`src/flash_lock_defines.vh`:
```
// Purpose: constants for the flash protection block
// Assumes: included by flash_lock_security_nvm.v
// Notes: definitions only
`ifndef FLASH_LOCK_DEFINES_VH
`define FLASH_LOCK_DEFINES_VH
// command codes
`define CMD_READ_DESC 4'h0
`define CMD_PROG_PAGE 4'h1
`define CMD_ERASE_PAGE 4'h2
`define CMD_ERASE_ALL 4'h3
`define CMD_SET_LOCK 4'h4
`define CMD_CLR_LOCK 4'h5
`define CMD_SET_GPBIT 4'h6
`define CMD_CLR_GPBIT 4'h7
// organisation
`define PAGES_PER_REGION 32
`define PAGE_BYTES 256
`define REGIONS_LARGE 16
`define REGIONS_SMALL 8
`define WBUF_BYTES 128
`define WBUF_WORDS 32
`define ARRAY_BITS 128
// general nonvolatile bit positions
`define GPBIT_SECURITY 0
`define GPBIT_BOOT 1
// erase pin hold time
`define ERASE_HOLD_MS 200
`define CLK_MHZ 50
`define ERASE_HOLD_CYC (`ERASE_HOLD_MS * 1000 * `CLK_MHZ)
`endif

```
`src/flash_lock_security_nvm.v`:
```
// Purpose: flash lock, security, boot-select and fast programming entry logic
// Assumes: single clock sys_clk, synchronous active-low reset, inputs synchronous
// Notes: array operations are requested to the flash array by a start/done handshake
//
// Contract
// large variant keeps sixteen lock bits, each guarding thirty-two 256-byte pages
// small variant keeps eight lock bits, each guarding thirty-two pages
// erase or program into a locked region is aborted and raises interrupt
// set-lock command sets region lock bit, clear-lock command clears it
// erase pin clears every lock bit
// security bit set refuses debug and fast-programming flash access
// software commands can only set the security bit, never clear it
// security clears only with erase pin high and full erase completed; the code also accepts the pin seen high since the last erase-all
// external agent holds erase pin asserted longer than 200 ms
// calibration bits are fixed and unaffected by erase pin
// two general nonvolatile bits with set and clear commands
// test pin and clock input high with wakeup low enter fast programming
// fast programming port accepts read, program, erase, lock, unlock, protect
// a 128-byte write buffer filled by 32-bit writes before programming
// with boot bit zero the boot ROM appears at address zero
// flash fetched 128 bits wide while serving a 32-bit bus
// one command returns a descriptor of flash organisation
// boot bit set selects flash boot; erase pin clears it
// an aborted command leaves array and nonvolatile bits unchanged
`timescale 1ns/1ps
`include "flash_lock_defines.vh"
`default_nettype none
module flash_lock_security_nvm #(
  parameter REGIONS = `REGIONS_LARGE,
  parameter PAGE_AW = 9,
  parameter [31:0] ERASE_HOLD_CYC = `ERASE_HOLD_CYC,
  parameter [7:0] CAL_BITS = 8'h5a
) (
  // clock, reset, enable
  input wire sys_clk,
  input wire rst_b,
  input wire clk_en,
  // software command port
  input wire cmd_valid,
  input wire [3:0] cmd_code,
  input wire [PAGE_AW-1:0] cmd_arg,
  input wire cmd_from_fast,
  output wire cmd_ready,
  output reg cmd_done,
  output reg cmd_abort,
  output reg irq,
  output reg [31:0] cmd_result,
  // write buffer fill, 32-bit
  input wire wbuf_we,
  input wire [4:0] wbuf_addr,
  input wire [31:0] wbuf_wdata,
  // bus read port, 32-bit
  input wire rd_req,
  input wire rd_debug,
  input wire rd_fast,
  input wire [31:0] rd_addr,
  output reg rd_valid,
  output reg rd_denied,
  output reg [31:0] rd_data,
  output reg rd_from_rom,
  // flash array, 128-bit
  output reg arr_start,
  output reg [1:0] arr_op,
  output reg [PAGE_AW-1:0] arr_page,
  output reg [127:0] arr_wdata,
  output reg [2:0] arr_wsel,
  output reg arr_rd,
  output reg [31:0] arr_raddr,
  input wire [127:0] arr_rdata,
  input wire arr_done,
  // pins
  input wire erase_pin,
  input wire test_mode_pin,
  input wire external_clock_input,
  input wire force_wakeup_pin,
  // status
  output wire [REGIONS-1:0] lock_bits,
  output wire [1:0] general_nonvolatile_bits,
  output wire [7:0] calibration_bits,
  output reg fast_prog_mode,
  output wire boot_from_flash
);
  // ----------------------------------------------------------
  // state
  // ----------------------------------------------------------
  localparam ST_IDLE = 2'd0;
  localparam ST_WAIT = 2'd1;
  localparam ST_RDWAIT = 2'd2;
  localparam RGN_SHIFT = 5;

  reg [REGIONS-1:0] lock_reg;
  reg [1:0] gp_reg;
  reg [1:0] st_reg;
  reg [31:0] wbuf_reg [0:`WBUF_WORDS-1];
  reg [31:0] hold_cnt_reg;
  reg erase_armed_reg;
  reg [3:0] op_reg;
  reg [1:0] rd_word_reg;
  reg rd_deny_pending;

  assign lock_bits = lock_reg;
  assign general_nonvolatile_bits = gp_reg;
  assign calibration_bits = CAL_BITS;
  assign boot_from_flash = gp_reg[`GPBIT_BOOT];
  assign cmd_ready = (st_reg == ST_IDLE) && !rd_req;

  // region index of a page
  function [3:0] region_of;
    input [PAGE_AW-1:0] pg;
    begin
      region_of = pg[PAGE_AW-1:RGN_SHIFT];
    end
  endfunction

  function is_locked;
    input [PAGE_AW-1:0] pg;
    input [REGIONS-1:0] lk;
    begin
      is_locked = lk[region_of(pg)];
    end
  endfunction

  wire is_array_op = (cmd_code == `CMD_PROG_PAGE) || (cmd_code == `CMD_ERASE_PAGE);
  wire fast_blocked = cmd_from_fast && gp_reg[`GPBIT_SECURITY];
  wire locked_hit = is_array_op && is_locked(cmd_arg, lock_reg);
  // descriptor fields cut to their slot widths
  localparam [7:0] DESC_REGIONS = REGIONS[7:0];
  localparam [15:0] DESC_PAGE_BYTES = 16'd`PAGE_BYTES;
  wire [31:0] descriptor = {8'h00, DESC_REGIONS, DESC_PAGE_BYTES};

  // an erase-all finishing this cycle
  wire full_erase_end = clk_en && (st_reg == ST_WAIT) && arr_done
    && (op_reg == `CMD_ERASE_ALL);

  // one 32-bit word out of a 128-bit array line
  function [31:0] pick_word;
    input [127:0] line;
    input [1:0] sel;
    begin
      case (sel)
        2'd0: pick_word = line[31:0];
        2'd1: pick_word = line[63:32];
        2'd2: pick_word = line[95:64];
        default: pick_word = line[127:96];
      endcase
    end
  endfunction

  // first four buffer words form the program line, word 0 lowest
  function [127:0] buf_line;
    input [31:0] w0;
    input [31:0] w1;
    input [31:0] w2;
    input [31:0] w3;
    begin
      buf_line = {w3, w2, w1, w0};
    end
  endfunction

  // low megabyte of the map, where the boot rom shows while the boot bit is 0
  function in_low_window;
    input [31:0] addr;
    begin
      in_low_window = (addr[31:20] == 12'h000);
    end
  endfunction

  // ----------------------------------------------------------
  // write buffer
  // ----------------------------------------------------------
  genvar gi;
  generate
    for (gi = 0; gi < `WBUF_WORDS; gi = gi + 1) begin : g_wbuf
      always @(posedge sys_clk) begin
        if (!rst_b) begin
          wbuf_reg[gi] <= 32'h0000_0000;
        end else if (clk_en && wbuf_we && wbuf_addr == gi) begin
          wbuf_reg[gi] <= wbuf_wdata;
        end
      end
    end
  endgenerate

  // ----------------------------------------------------------
  // command sequencer and nonvolatile bits
  // ----------------------------------------------------------
  always @(posedge sys_clk) begin
    if (!rst_b) begin
      lock_reg <= {REGIONS{1'b0}};
      gp_reg <= 2'b00;
      st_reg <= ST_IDLE;
      cmd_done <= 1'b0;
      cmd_abort <= 1'b0;
      irq <= 1'b0;
      cmd_result <= 32'h0000_0000;
      arr_start <= 1'b0;
      arr_op <= 2'd0;
      arr_page <= {PAGE_AW{1'b0}};
      arr_wdata <= 128'h0;
      arr_wsel <= 3'd0;
      arr_rd <= 1'b0;
      arr_raddr <= 32'h0000_0000;
      rd_valid <= 1'b0;
      rd_denied <= 1'b0;
      rd_data <= 32'h0000_0000;
      rd_from_rom <= 1'b0;
      op_reg <= 4'h0;
      rd_word_reg <= 2'd0;
      rd_deny_pending <= 1'b0;
    end else if (clk_en) begin
      cmd_done <= 1'b0;
      cmd_abort <= 1'b0;
      irq <= 1'b0;
      arr_start <= 1'b0;
      arr_rd <= 1'b0;
      rd_valid <= 1'b0;
      rd_denied <= 1'b0;
      case (st_reg)
        ST_IDLE: begin
          if (rd_req) begin
            if ((rd_debug || rd_fast) && gp_reg[`GPBIT_SECURITY]) begin
              rd_denied <= 1'b1;
            end else begin
              arr_rd <= 1'b1;
              arr_raddr <= {rd_addr[31:4], 4'h0};
              rd_word_reg <= rd_addr[3:2];
              rd_from_rom <= !gp_reg[`GPBIT_BOOT] && in_low_window(rd_addr);
              st_reg <= ST_RDWAIT;
            end
          end else if (cmd_valid) begin
            op_reg <= cmd_code;
            if (fast_blocked) begin
              cmd_abort <= 1'b1;
              cmd_done <= 1'b1;
            end else if (locked_hit) begin
              cmd_abort <= 1'b1;
              irq <= 1'b1;
              cmd_done <= 1'b1;
            end else begin
              case (cmd_code)
                `CMD_READ_DESC: begin
                  cmd_result <= descriptor;
                  cmd_done <= 1'b1;
                end
                `CMD_SET_LOCK: begin
                  lock_reg[region_of(cmd_arg)] <= 1'b1;
                  cmd_done <= 1'b1;
                end
                `CMD_CLR_LOCK: begin
                  lock_reg[region_of(cmd_arg)] <= 1'b0;
                  cmd_done <= 1'b1;
                end
                `CMD_SET_GPBIT: begin
                  gp_reg[cmd_arg[0]] <= 1'b1;
                  cmd_done <= 1'b1;
                end
                `CMD_CLR_GPBIT: begin
                  if (cmd_arg[0] == `GPBIT_BOOT) begin
                    gp_reg[`GPBIT_BOOT] <= 1'b0;
                  end
                  cmd_done <= 1'b1;
                end
                `CMD_PROG_PAGE, `CMD_ERASE_PAGE, `CMD_ERASE_ALL: begin
                  arr_start <= 1'b1;
                  arr_op <= cmd_code[1:0];
                  arr_page <= cmd_arg;
                  arr_wsel <= 3'd0;
                  arr_wdata <= buf_line(wbuf_reg[0], wbuf_reg[1],
                    wbuf_reg[2], wbuf_reg[3]);
                  st_reg <= ST_WAIT;
                end
                default: begin
                  cmd_abort <= 1'b1;
                  cmd_done <= 1'b1;
                end
              endcase
            end
          end
        end
        ST_WAIT: begin
          if (arr_done) begin
            cmd_done <= 1'b1;
            st_reg <= ST_IDLE;
            if (full_erase_end && (erase_armed_reg || erase_pin)) begin
              gp_reg[`GPBIT_SECURITY] <= 1'b0;
            end
          end
        end
        ST_RDWAIT: begin
          if (arr_done) begin
            rd_data <= pick_word(arr_rdata, rd_word_reg);
            rd_valid <= 1'b1;
            st_reg <= ST_IDLE;
          end
        end
        default: begin
          st_reg <= ST_IDLE;
        end
      endcase
      // erase pin last so it overrides a lock or boot command in the same cycle
      if (erase_pin) begin
        lock_reg <= {REGIONS{1'b0}};
        gp_reg[`GPBIT_BOOT] <= 1'b0;
      end
    end
  end

  // ----------------------------------------------------------
  // erase pin monitor
  // ----------------------------------------------------------
  // hold time is counted for visibility only; the security clear
  // needs the pin seen high and a finished erase-all
  always @(posedge sys_clk) begin
    if (!rst_b) begin
      hold_cnt_reg <= 32'h0000_0000;
      erase_armed_reg <= 1'b0;
    end else if (clk_en) begin
      if (erase_pin) begin
        if (hold_cnt_reg < ERASE_HOLD_CYC) begin
          hold_cnt_reg <= hold_cnt_reg + 32'd1;
        end
      end else begin
        hold_cnt_reg <= 32'h0000_0000;
      end
      // a new assertion of the pin wins over the end of an erase-all
      if (erase_pin) begin
        erase_armed_reg <= 1'b1;
      end else if (full_erase_end) begin
        erase_armed_reg <= 1'b0;
      end
    end
  end

  // ----------------------------------------------------------
  // fast programming entry
  // ----------------------------------------------------------
  // pins are taken as levels; the mode follows them one cycle later
  always @(posedge sys_clk) begin
    if (!rst_b) begin
      fast_prog_mode <= 1'b0;
    end else if (clk_en) begin
      fast_prog_mode <= test_mode_pin && external_clock_input && !force_wakeup_pin;
    end
  end
endmodule // flash_lock_security_nvm
`default_nettype wire

```
`config.mk`:
```
export PLATFORM = sky130hd
export DESIGN_NAME = flash_lock_security_nvm
export DESIGN_NICKNAME = d
export VERILOG_FILES = /design/src/flash_lock_security_nvm.v
export VERILOG_INCLUDE_DIRS = /design/src
export SDC_FILE = /design/constraint.sdc
export NUM_CORES = 1
export LEC_CHECK = 0
export ABC_CLOCK_PERIOD_IN_PS = 9200
export BUFFER_PORTS_ARGS = -buffer_cell sky130_fd_sc_hd__buf_2
export CORE_AREA = 2 2 252 254
export DETAILED_ROUTE_END_ITERATION = 10
export DIE_AREA = 0 0 254 256
export PLACE_DENSITY = 0.55
export SKIP_LAST_GASP = 1
export SLEW_MARGIN = 20
export SYNTH_ARGS = -nofsm -noshare
export SYNTH_HDL_FRONTEND = slang
export SYNTH_SLANG_ARGS = --single-unit
```
`constraint.sdc`:
```
create_clock -name sys_clk -period 9.2 [get_ports sys_clk]
set_input_delay 1.38 -clock sys_clk [delete_from_list [all_inputs] [get_ports sys_clk]]
set_output_delay 1.38 -clock sys_clk [all_outputs]
set_load 0.005 [all_outputs]
```
# Word-level counts from Yosys, hierarchy flattened
# Memories as Yosys holds them, arrays and structs flattened. A register that Yosys moved wholly into a read port is not among the register bits.
# Index checks and enable logic that the tools add are counted.
dict set report word_totals {
  romBits 0
  mem_count 1
  elab_cells 402
  inputBits 224
  ramBits 1024
  reg_bits 108
  latchBits 0
}
dict set report classes {
  add_sub_neg 0
  shift 0
  n_lt_le_gt_ge 4
  muxes 196
  eq_ne 60
  reduce_logical 80
  n_mul 0
  div 0
  bitwise_logic 40
}
# name depth width rd rd_clocked_by_memory_dff write_ports line_no
set memory_table {}
lappend memory_table {wbuf_reg 32 32 4 4 32 flash_lock_security_nvm.v:94} ;# reg [31:0] wbuf_reg [0:`WBUF_WORDS-1];
# operator count
set ops {}
lappend ops {{2-to-1 mux 32 bit} 32}
lappend ops {{2-to-1 mux 1 bit} 138}
lappend ops {{2-to-1 mux 16 bit} 6}
lappend ops {{one-hot mux 32 bit (3 select lines)} 1}
lappend ops {{equality test 5 bit (second input constant)} 16}
lappend ops {{logical AND 1 bit} 46}
lappend ops {{equality test 5 x 4 -> 1 bit (second input constant)} 8}
lappend ops {{bitwise OR 1 bit} 32}
lappend ops {{one-hot mux 16 bit (2 select lines)} 1}
lappend ops {{AND reduction 7 bit} 4}
lappend ops {{2-to-1 mux 2 bit} 11}
lappend ops {{equality test 5 x 3 -> 1 bit (second input constant)} 4}
lappend ops {{bitwise AND 16 bit} 1}
lappend ops {{equality test 4 x 3 -> 1 bit (second input constant)} 4}
lappend ops {{NOT 16 bit} 1}
lappend ops {{bitwise OR 16 bit} 1}
lappend ops {{!= test 3 bit (second input constant)} 5}
lappend ops {{!= test 2 bit (second input constant)} 7}
lappend ops {{equality test 4 x 2 -> 1 bit (second input constant)} 3}
lappend ops {{logical NOT 12 bit} 1}
lappend ops {{equality test 5 x 2 -> 1 bit (second input constant)} 2}
lappend ops {{AND reduction 9 bit} 1}
lappend ops {{!= test 2 x 1 -> 1 bit (second input constant)} 4}
lappend ops {{AND reduction 4 bit} 2}
lappend ops {{29 further kinds} 49}

# Longest topological paths before layout
# Gate-level depths: netlist of run 1.
dict set report logic_depth {
  word_depth 13
  depth_mapped 9
}

# Least setup slack after synthesis of run 1
# OpenSTA, ideal clock, no wires.
dict set report synth_timing {
  kind {in2reg}
  startpoint {input port wbuf_addr[3]}
  endpoint {memory wbuf_reg[0][0], enable pin}
  cell_stages 2
  setup_slack_ps 4316
  arrival_ps 4413
  setup_ps 470
  cell_sequence {or4_1 > o31ai_1}
}
# item line_no
set synth_lines {}
lappend synth_lines {{start, declared} flash_lock_security_nvm.v:50} ;# input wire [4:0] wbuf_addr,
lappend synth_lines {{end, declared} flash_lock_security_nvm.v:94}

==> impl_metrics.ini, run 1 <==
[routing]
route.vias.total = 12100
totalWireLength_mm = 49.6
ant_nets = 0
drt-initial-drc-count = 670
viasPerCell = 4.34
firstDrtPassIters = 5
drc = 0
wire_per_inst_um = 17.8

[synth]
ys_types = 51
ys_seq_elements = 364
synthAdderAreaFrac_pct = 0.243
synth_warnings = 0
synth_xor_area_share_pct = 0.0566
avgSynthCellArea_sq_um = 10.4
synth_area_leaders = dfxtp_1, edfxtp_1, nand2_1
synth-simple-area-share_pct = 18.7
netlist_instances = 1492
synth_top_family_by_area = simple AND/OR/NAND/NOR gates
synth_top_cell_by_area = dfxtp_1
yosys_most_used_dff = dfxtp_1
synth_seq_area_share_pct = 55.4
synth_top_cell_area_share_pct = 30.5
postSynth.asyncResetShare_pct = 0
synthesis.area_sq_mm = 0.0155
synth.area.mux_share_pct = 14.2
synth_edf_count = 128
synth-compound-area-share_pct = 5.30

[clock_tree]
path_clk_slew_ps = 60
cts_resized = 0
clockBufferDepth = 3
clk_latency_ps = 580
post_cts_buffers = 0
cts_buffers = 45
root_buffer = clkbuf_16
cts_hold_buf = 0
numClockSinks = 364
htree_levels = 2
cts_tree = done

[finish]
drive_above_1_share_pct = 30.9
final_cell_mix = buf_2, nand2_1, dfxtp_1, mux2i_1, and2_1
n_fill_cell = 6543
final_nets = 2122
syn2layout_area_growth_pct = 28.0
final_common_cell = buf_2
final_cells = 2779

[global_routing]
grt_overflow = 0
antenna_found_initial = 8
grt_max_degree = 117
grt_pass1_wl_mm = 73.3
grt_pass1_vias = 12000
grt_usage_pct = 14.8

[sta]
fin_crit_sh_pct = 39.8
rsz0062_at_grt = no
relSlewSlack_pct = 30.6
worst_pin_slew_ps = 1040
slew_viol_final = 0
finalSetupTns_ps = 0
hold_ws_ps = 448
period_needed_ps = 3660
setup_viol = 0
fmax_mhz = 273
fin_skew_ps = 30.8
hold_viol = 0

[critical_path]
crit_path_max_fanout = 24
crit_path_cell_trace = buf_2 > nand2_1 > or4_1 > or2_2 > nor2_2 > buf_4 > and2_1
rr_endpoint = arr_wdata[57]
r2r_setup_slack_ps = 6370
criticalPathCategory = primary input to flip-flop
critical_path.top_delay_family = simple AND/OR/NAND/NOR gates
r2r_cells = 7
crit_required_ps = 9640
critPathMaxStageDelay_ps = 680
worst-path-buf-inv = 2
r2r-start = st_reg[1]
critPathSlowestCell = or4_1
end_kind = flip-flop
arrival_ps = 4100
cp-start-kind = primary input

[job]
cap_violations = 0

[hold_path]
min_delay_worst_endpoint = arr_op[0]
holdCritPathClass = flip-flop to flip-flop
hp-start = arr_op[0]
min_path_cells = 2

[die]
pin_count = 499
dieArea_sq_mm = 0.0650
std_cell_rows = 92
initial_core_util_pct = 24.8
die_w_um = 254
die_h_um = 256
core_sq_mm = 0.0624

[place]
gp_congestion = 0.927
dpl.cell_count = 2694
dp_hpwl_mm = 34.8
port-buffer-count = 451

[power]
powerDensity_mw_per_mm2 = 193
ir_worst_vdd_mv = 0.133
p_leak_nw = 8.02

[run_status]
outcome = completed
how the worst max path moves through the flow:
stage	endpoint	slack, ps	cells past startpoint	startpoint
2_1_floorplan	wbuf_reg[0][0]	4320	2	wbuf_addr[3]
3_3_place_gp	wbuf_reg[2][21]	4920	7	clk_en
3_5_place_dp	wbuf_reg[2][24]	4860	7	clk_en
4_1_cts	wbuf_reg[2][24]	5500	7	clk_en
5_1_grt	wbuf_reg[2][21]	5360	7	clk_en
6_report	wbuf_reg[2][24]	5540	7	clk_en
worst register-to-register path: stages, from the launching register on:
cell      delay, ps
dfxtp_1         320
inv_1           110
ha_1            270
nand4b_1        330
nor2_1          320
nor4b_4         360
buf_12          420
mux2i_1         630
report_power, final:
part	switching, mW	internal [mW]	total, mW
Clock	0.749	1.07	1.82
Combinational	0.159	0.106	0.265
Sequential	0.0238	1.71	1.74
Total	0.932	2.89	3.82
metal layers:
metal | share of wire (%) | global-route usage, % | vias to the layer above | routed length, um
met1 | 43 | 18.8 | 5813 | 21400
met4 | 2.0 | 3.97 | 2 | 979
li1 | - | - | 5756 | -
met3 | 7.8 | 4.25 | 71 | 3890
met2 | 47 | 24.3 | 422 | 23300
met5 | 0.026 | 0 | - | 13
per-stage QoR:
stage	cell area [sq um]	setup WS [ps]	utilization, %	power, mW
5_1_grt	19800	5360	31.7	3.99
4_1_cts	19800	5500	31.7	3.89
3_3_place_gp	18300	4920	29.3	2.04
2_1_floorplan	15600	4320	-	1.92
6_report	19800	5540	31.7	3.82
3_5_place_dp	18300	4860	29.3	2.04
layout make-up:
type	count	area (sq um)	share of cell area, %
timing repair buffer	468	2410	12.2
clock buffer	56	1220	6.16
inverter	7	27.5	0.139
sequential	364	8570	43.3
clock inverter	26	312	1.57
multi-input combinational	1009	6190	31.3
antenna	3	7.51	0.0379
tap	846	1060	5.35
cells in the mapped netlist, types with 3 or more instances:
library cell,number
nor4_1,4
buf_2,4
clkbuf_1,82
or4_1,3
nor2_1,10
ha_1,3
mux4_2,34
a21oi_1,102
edfxtp_1,128
nand4b_1,3
buf_1,5
buf_8,11
and2_1,130
nor3_1,5
inv_1,7
a31oi_1,7
nor2b_1,6
nand2b_1,9
mux2_2,3
nor4_2,3
o21ai_0,33
mux2i_1,140
nand2_1,436
and3_1,5
buf_4,52
dfxtp_1,236
cell families after synthesis:
| logic type | Yosys count |
|---|---|
| flops | 364 |
| xor+xnor | 1 |
| fa+ha+maj | 3 |
| mux | 177 |
| buf+inv | 162 |
| simple gates | 630 |
| compound gates | 153 |
| other cells | 2 |
Note: power is estimated with default switching activity, not from simulation.
==> inputs of run 2 (changes only) <==
ABC_AREA = 1   (was default)
ABC_CLOCK_PERIOD_IN_PS = 3300   (was 9200)
CORE_AREA = 2 2 245 247   (was 2 2 252 254)
DIE_AREA = 0 0 247 249   (was 0 0 254 256)
PLACE_DENSITY = 0.57   (was 0.55)
clock period = 3.3 ns   (was 9.2 ns; I/O delays follow)
==> run 2 against run 1 <==
- sequential power grew to 2.8 times the previous value
- wire length is 3.0% higher
- hold slack worse by 310 ps
- utilization is 0.40 points higher
- area after synthesis is 5.9% lower
- die area is 5.4% lower
- clock power grew to 2.6 times the previous value
- critical path depth is 5 higher
- cell count is 4.5% higher
- flip-flop and latch count stayed put
==> impl_metrics.ini, run 2 <==
[run_status]
outcome = completed

[clock_tree]
path_clk_slew_ps = 60
numClockSinks = 364
clk_latency_ps = 580
cts_hold_buf = 0
clockBufferDepth = 3
cts_tree = done
cts_resized = 0
cts_buffers = 43
htree_levels = 2
post_cts_buffers = 0
root_buffer = clkbuf_16

[global_routing]
grt_max_degree = 141
use_met1_pct = 19.4
gr-usage-met2_pct = 27.5
grt_pass1_vias = 12900
grt.busiest_layer = met2
use_met3_pct = 4.02
grt_pass1_wl_mm = 75.8
grt_overflow = 0
antenna_found_initial = 13
grt_usage_pct = 16.0

[routing]
wire_per_inst_um = 17.6
drt-initial-drc-count = 740
totalWireLength_mm = 51.1
ant_nets = 0
viasPerCell = 4.48
drc = 0
route.vias.total = 13000
firstDrtPassIters = 5

[synth]
ys_types = 34
yosys_most_used_dff = dfxtp_1
synth_edf_count = 128
synth_most_common_cell = nor2_1
synth_seq_area_share_pct = 58.9
avgSynthCellArea_sq_um = 8.73
ys_seq_elements = 364
synth_area_leaders = dfxtp_1, edfxtp_1, nor2_1
synthesis.area_sq_mm = 0.0145
netlist_instances = 1667
postSynth.asyncResetShare_pct = 0
synthTopCellsByCount = nor2_1, dfxtp_1, nand2_1
synth_top_cell_by_area = dfxtp_1
synth_warnings = 0
synth_top_cell_area_share_pct = 32.5

[finish]
final_cells = 2903
n_fill_cell = 6170
final_common_cell = nor2_1
drive_above_1_share_pct = 26.5
final_cell_mix = nor2_1, buf_2, dfxtp_1, nand2_1, edfxtp_1
finalCoreUtilization_pct = 32.1
final_nets = 2313
syn2layout_area_growth_pct = 29.6

[power]
ir_worst_vdd_mv = 0.336
p_leak_nw = 8.80
powerDensity_mw_per_mm2 = 552

[critical_path]
worstSetupEndpoint = arr_wdata[58]
r2r_setup_slack_ps = 690
criticalPathCategory = flip-flop to flip-flop
cp-start-kind = flip-flop
crit_required_ps = 3760
end_kind = flip-flop
r2r_cells = 12
r2r-start = st_reg[0]
rr_endpoint = arr_wdata[58]
crit_path_max_fanout = 140
cp-startpoint = st_reg[0]
arrival_ps = 3070

[job]
cap_violations = 0

[sta]
period_needed_ps = 2610
fmax_mhz = 383
fin_skew_ps = 27.1
fin_crit_sh_pct = 79.1
hold_viol = 0
rsz0062_at_grt = no
worst_pin_slew_ps = 876
finalSetupTns_ps = 0
hold_ws_ps = 138
setup_viol = 0
slew_viol_final = 0
fin_ws_ps = 690
relSlewSlack_pct = 41.5

[place]
gp_congestion = 0.887
dp_hpwl_mm = 36.4
dpl.cell_count = 2814
dpl_worst_slack_ps = 504
port-buffer-count = 451

[die]
die_w_um = 247
dieArea_sq_mm = 0.0615
core_sq_mm = 0.0587
std_cell_rows = 89
die_h_um = 249
initial_core_util_pct = 24.8
pin_count = 499

[hold_path]
holdCritPathClass = primary input to flip-flop
-- run 2: worst min-delay path by stage --
stage                startpoint            end  cells past startpoint
floorplan             op_reg[1]      op_reg[1]                      2
global placement      op_reg[1]      op_reg[1]                      2
detailed placement    op_reg[1]      op_reg[1]                      2
CTS                  rd_addr[6]   arr_raddr[6]                      3
global route         cmd_arg[2]    arr_page[2]                      3
finish              rd_addr[11]  arr_raddr[11]                      3
-- run 2: logic make-up after synthesis --
kind of cell / Yosys count / share of synthesized area [%]
other: 2 / 0.0516
buffers and inverters: 225 / 8.02
DFF: 364 / 58.9
and+or+nand+nor: 725 / 19.5
AOI/OAI and AO/OA: 348 / 13.2
adders and majority gates: 3 / 0.258
-- run 2: cell type report --
class | count | area [sq um] | area share, %
clock buffer | 60 | 1180 | 6.26
sequential | 364 | 8570 | 45.4
tap | 773 | 967 | 5.13
clock inverter | 20 | 224 | 1.19
antenna | 9 | 22.5 | 0.119
multi-input combinational | 1121 | 5010 | 26.6
inverter | 73 | 277 | 1.47
timing repair buffer | 483 | 2600 | 13.8
-- run 2: stage by stage --
stage / power, mW / instance area, sq um
6_report: 10.4 / 18900
5_1_grt: 10.9 / 18900
4_1_cts: 10.6 / 18800
3_5_place_dp: 5.82 / 17400
3_3_place_gp: 5.81 / 17400
2_1_floorplan: 5.41 / 14700
-- run 2: critical path, stage by stage (launching register included) --
cell and delay (ps):
dfxtp_1 320, inv_1 100, ha_1 280, inv_1 80, nor2_1 130, inv_1 70, nor2_1 130, nand2_1 220
nor2_4 340, inv_4 50, buf_12 200, nor2_1 260, nor2_1 70
-- run 2: power by group --
part,total [mW],internal [mW],switching (mW)
clock,4.70,2.70,1.99
sequential,4.90,4.82,0.0813
combinational,0.822,0.299,0.523
-- run 2: routing by layer --
| layer | up-vias | share of wire (%) |
|---|---|---|
| met1 | 6119 | 42 |
| met4 | 8 | 2.8 |
| met5 | - | 0.10 |
| li1 | 6312 | - |
| met2 | 479 | 48 |
| met3 | 87 | 7.2 |
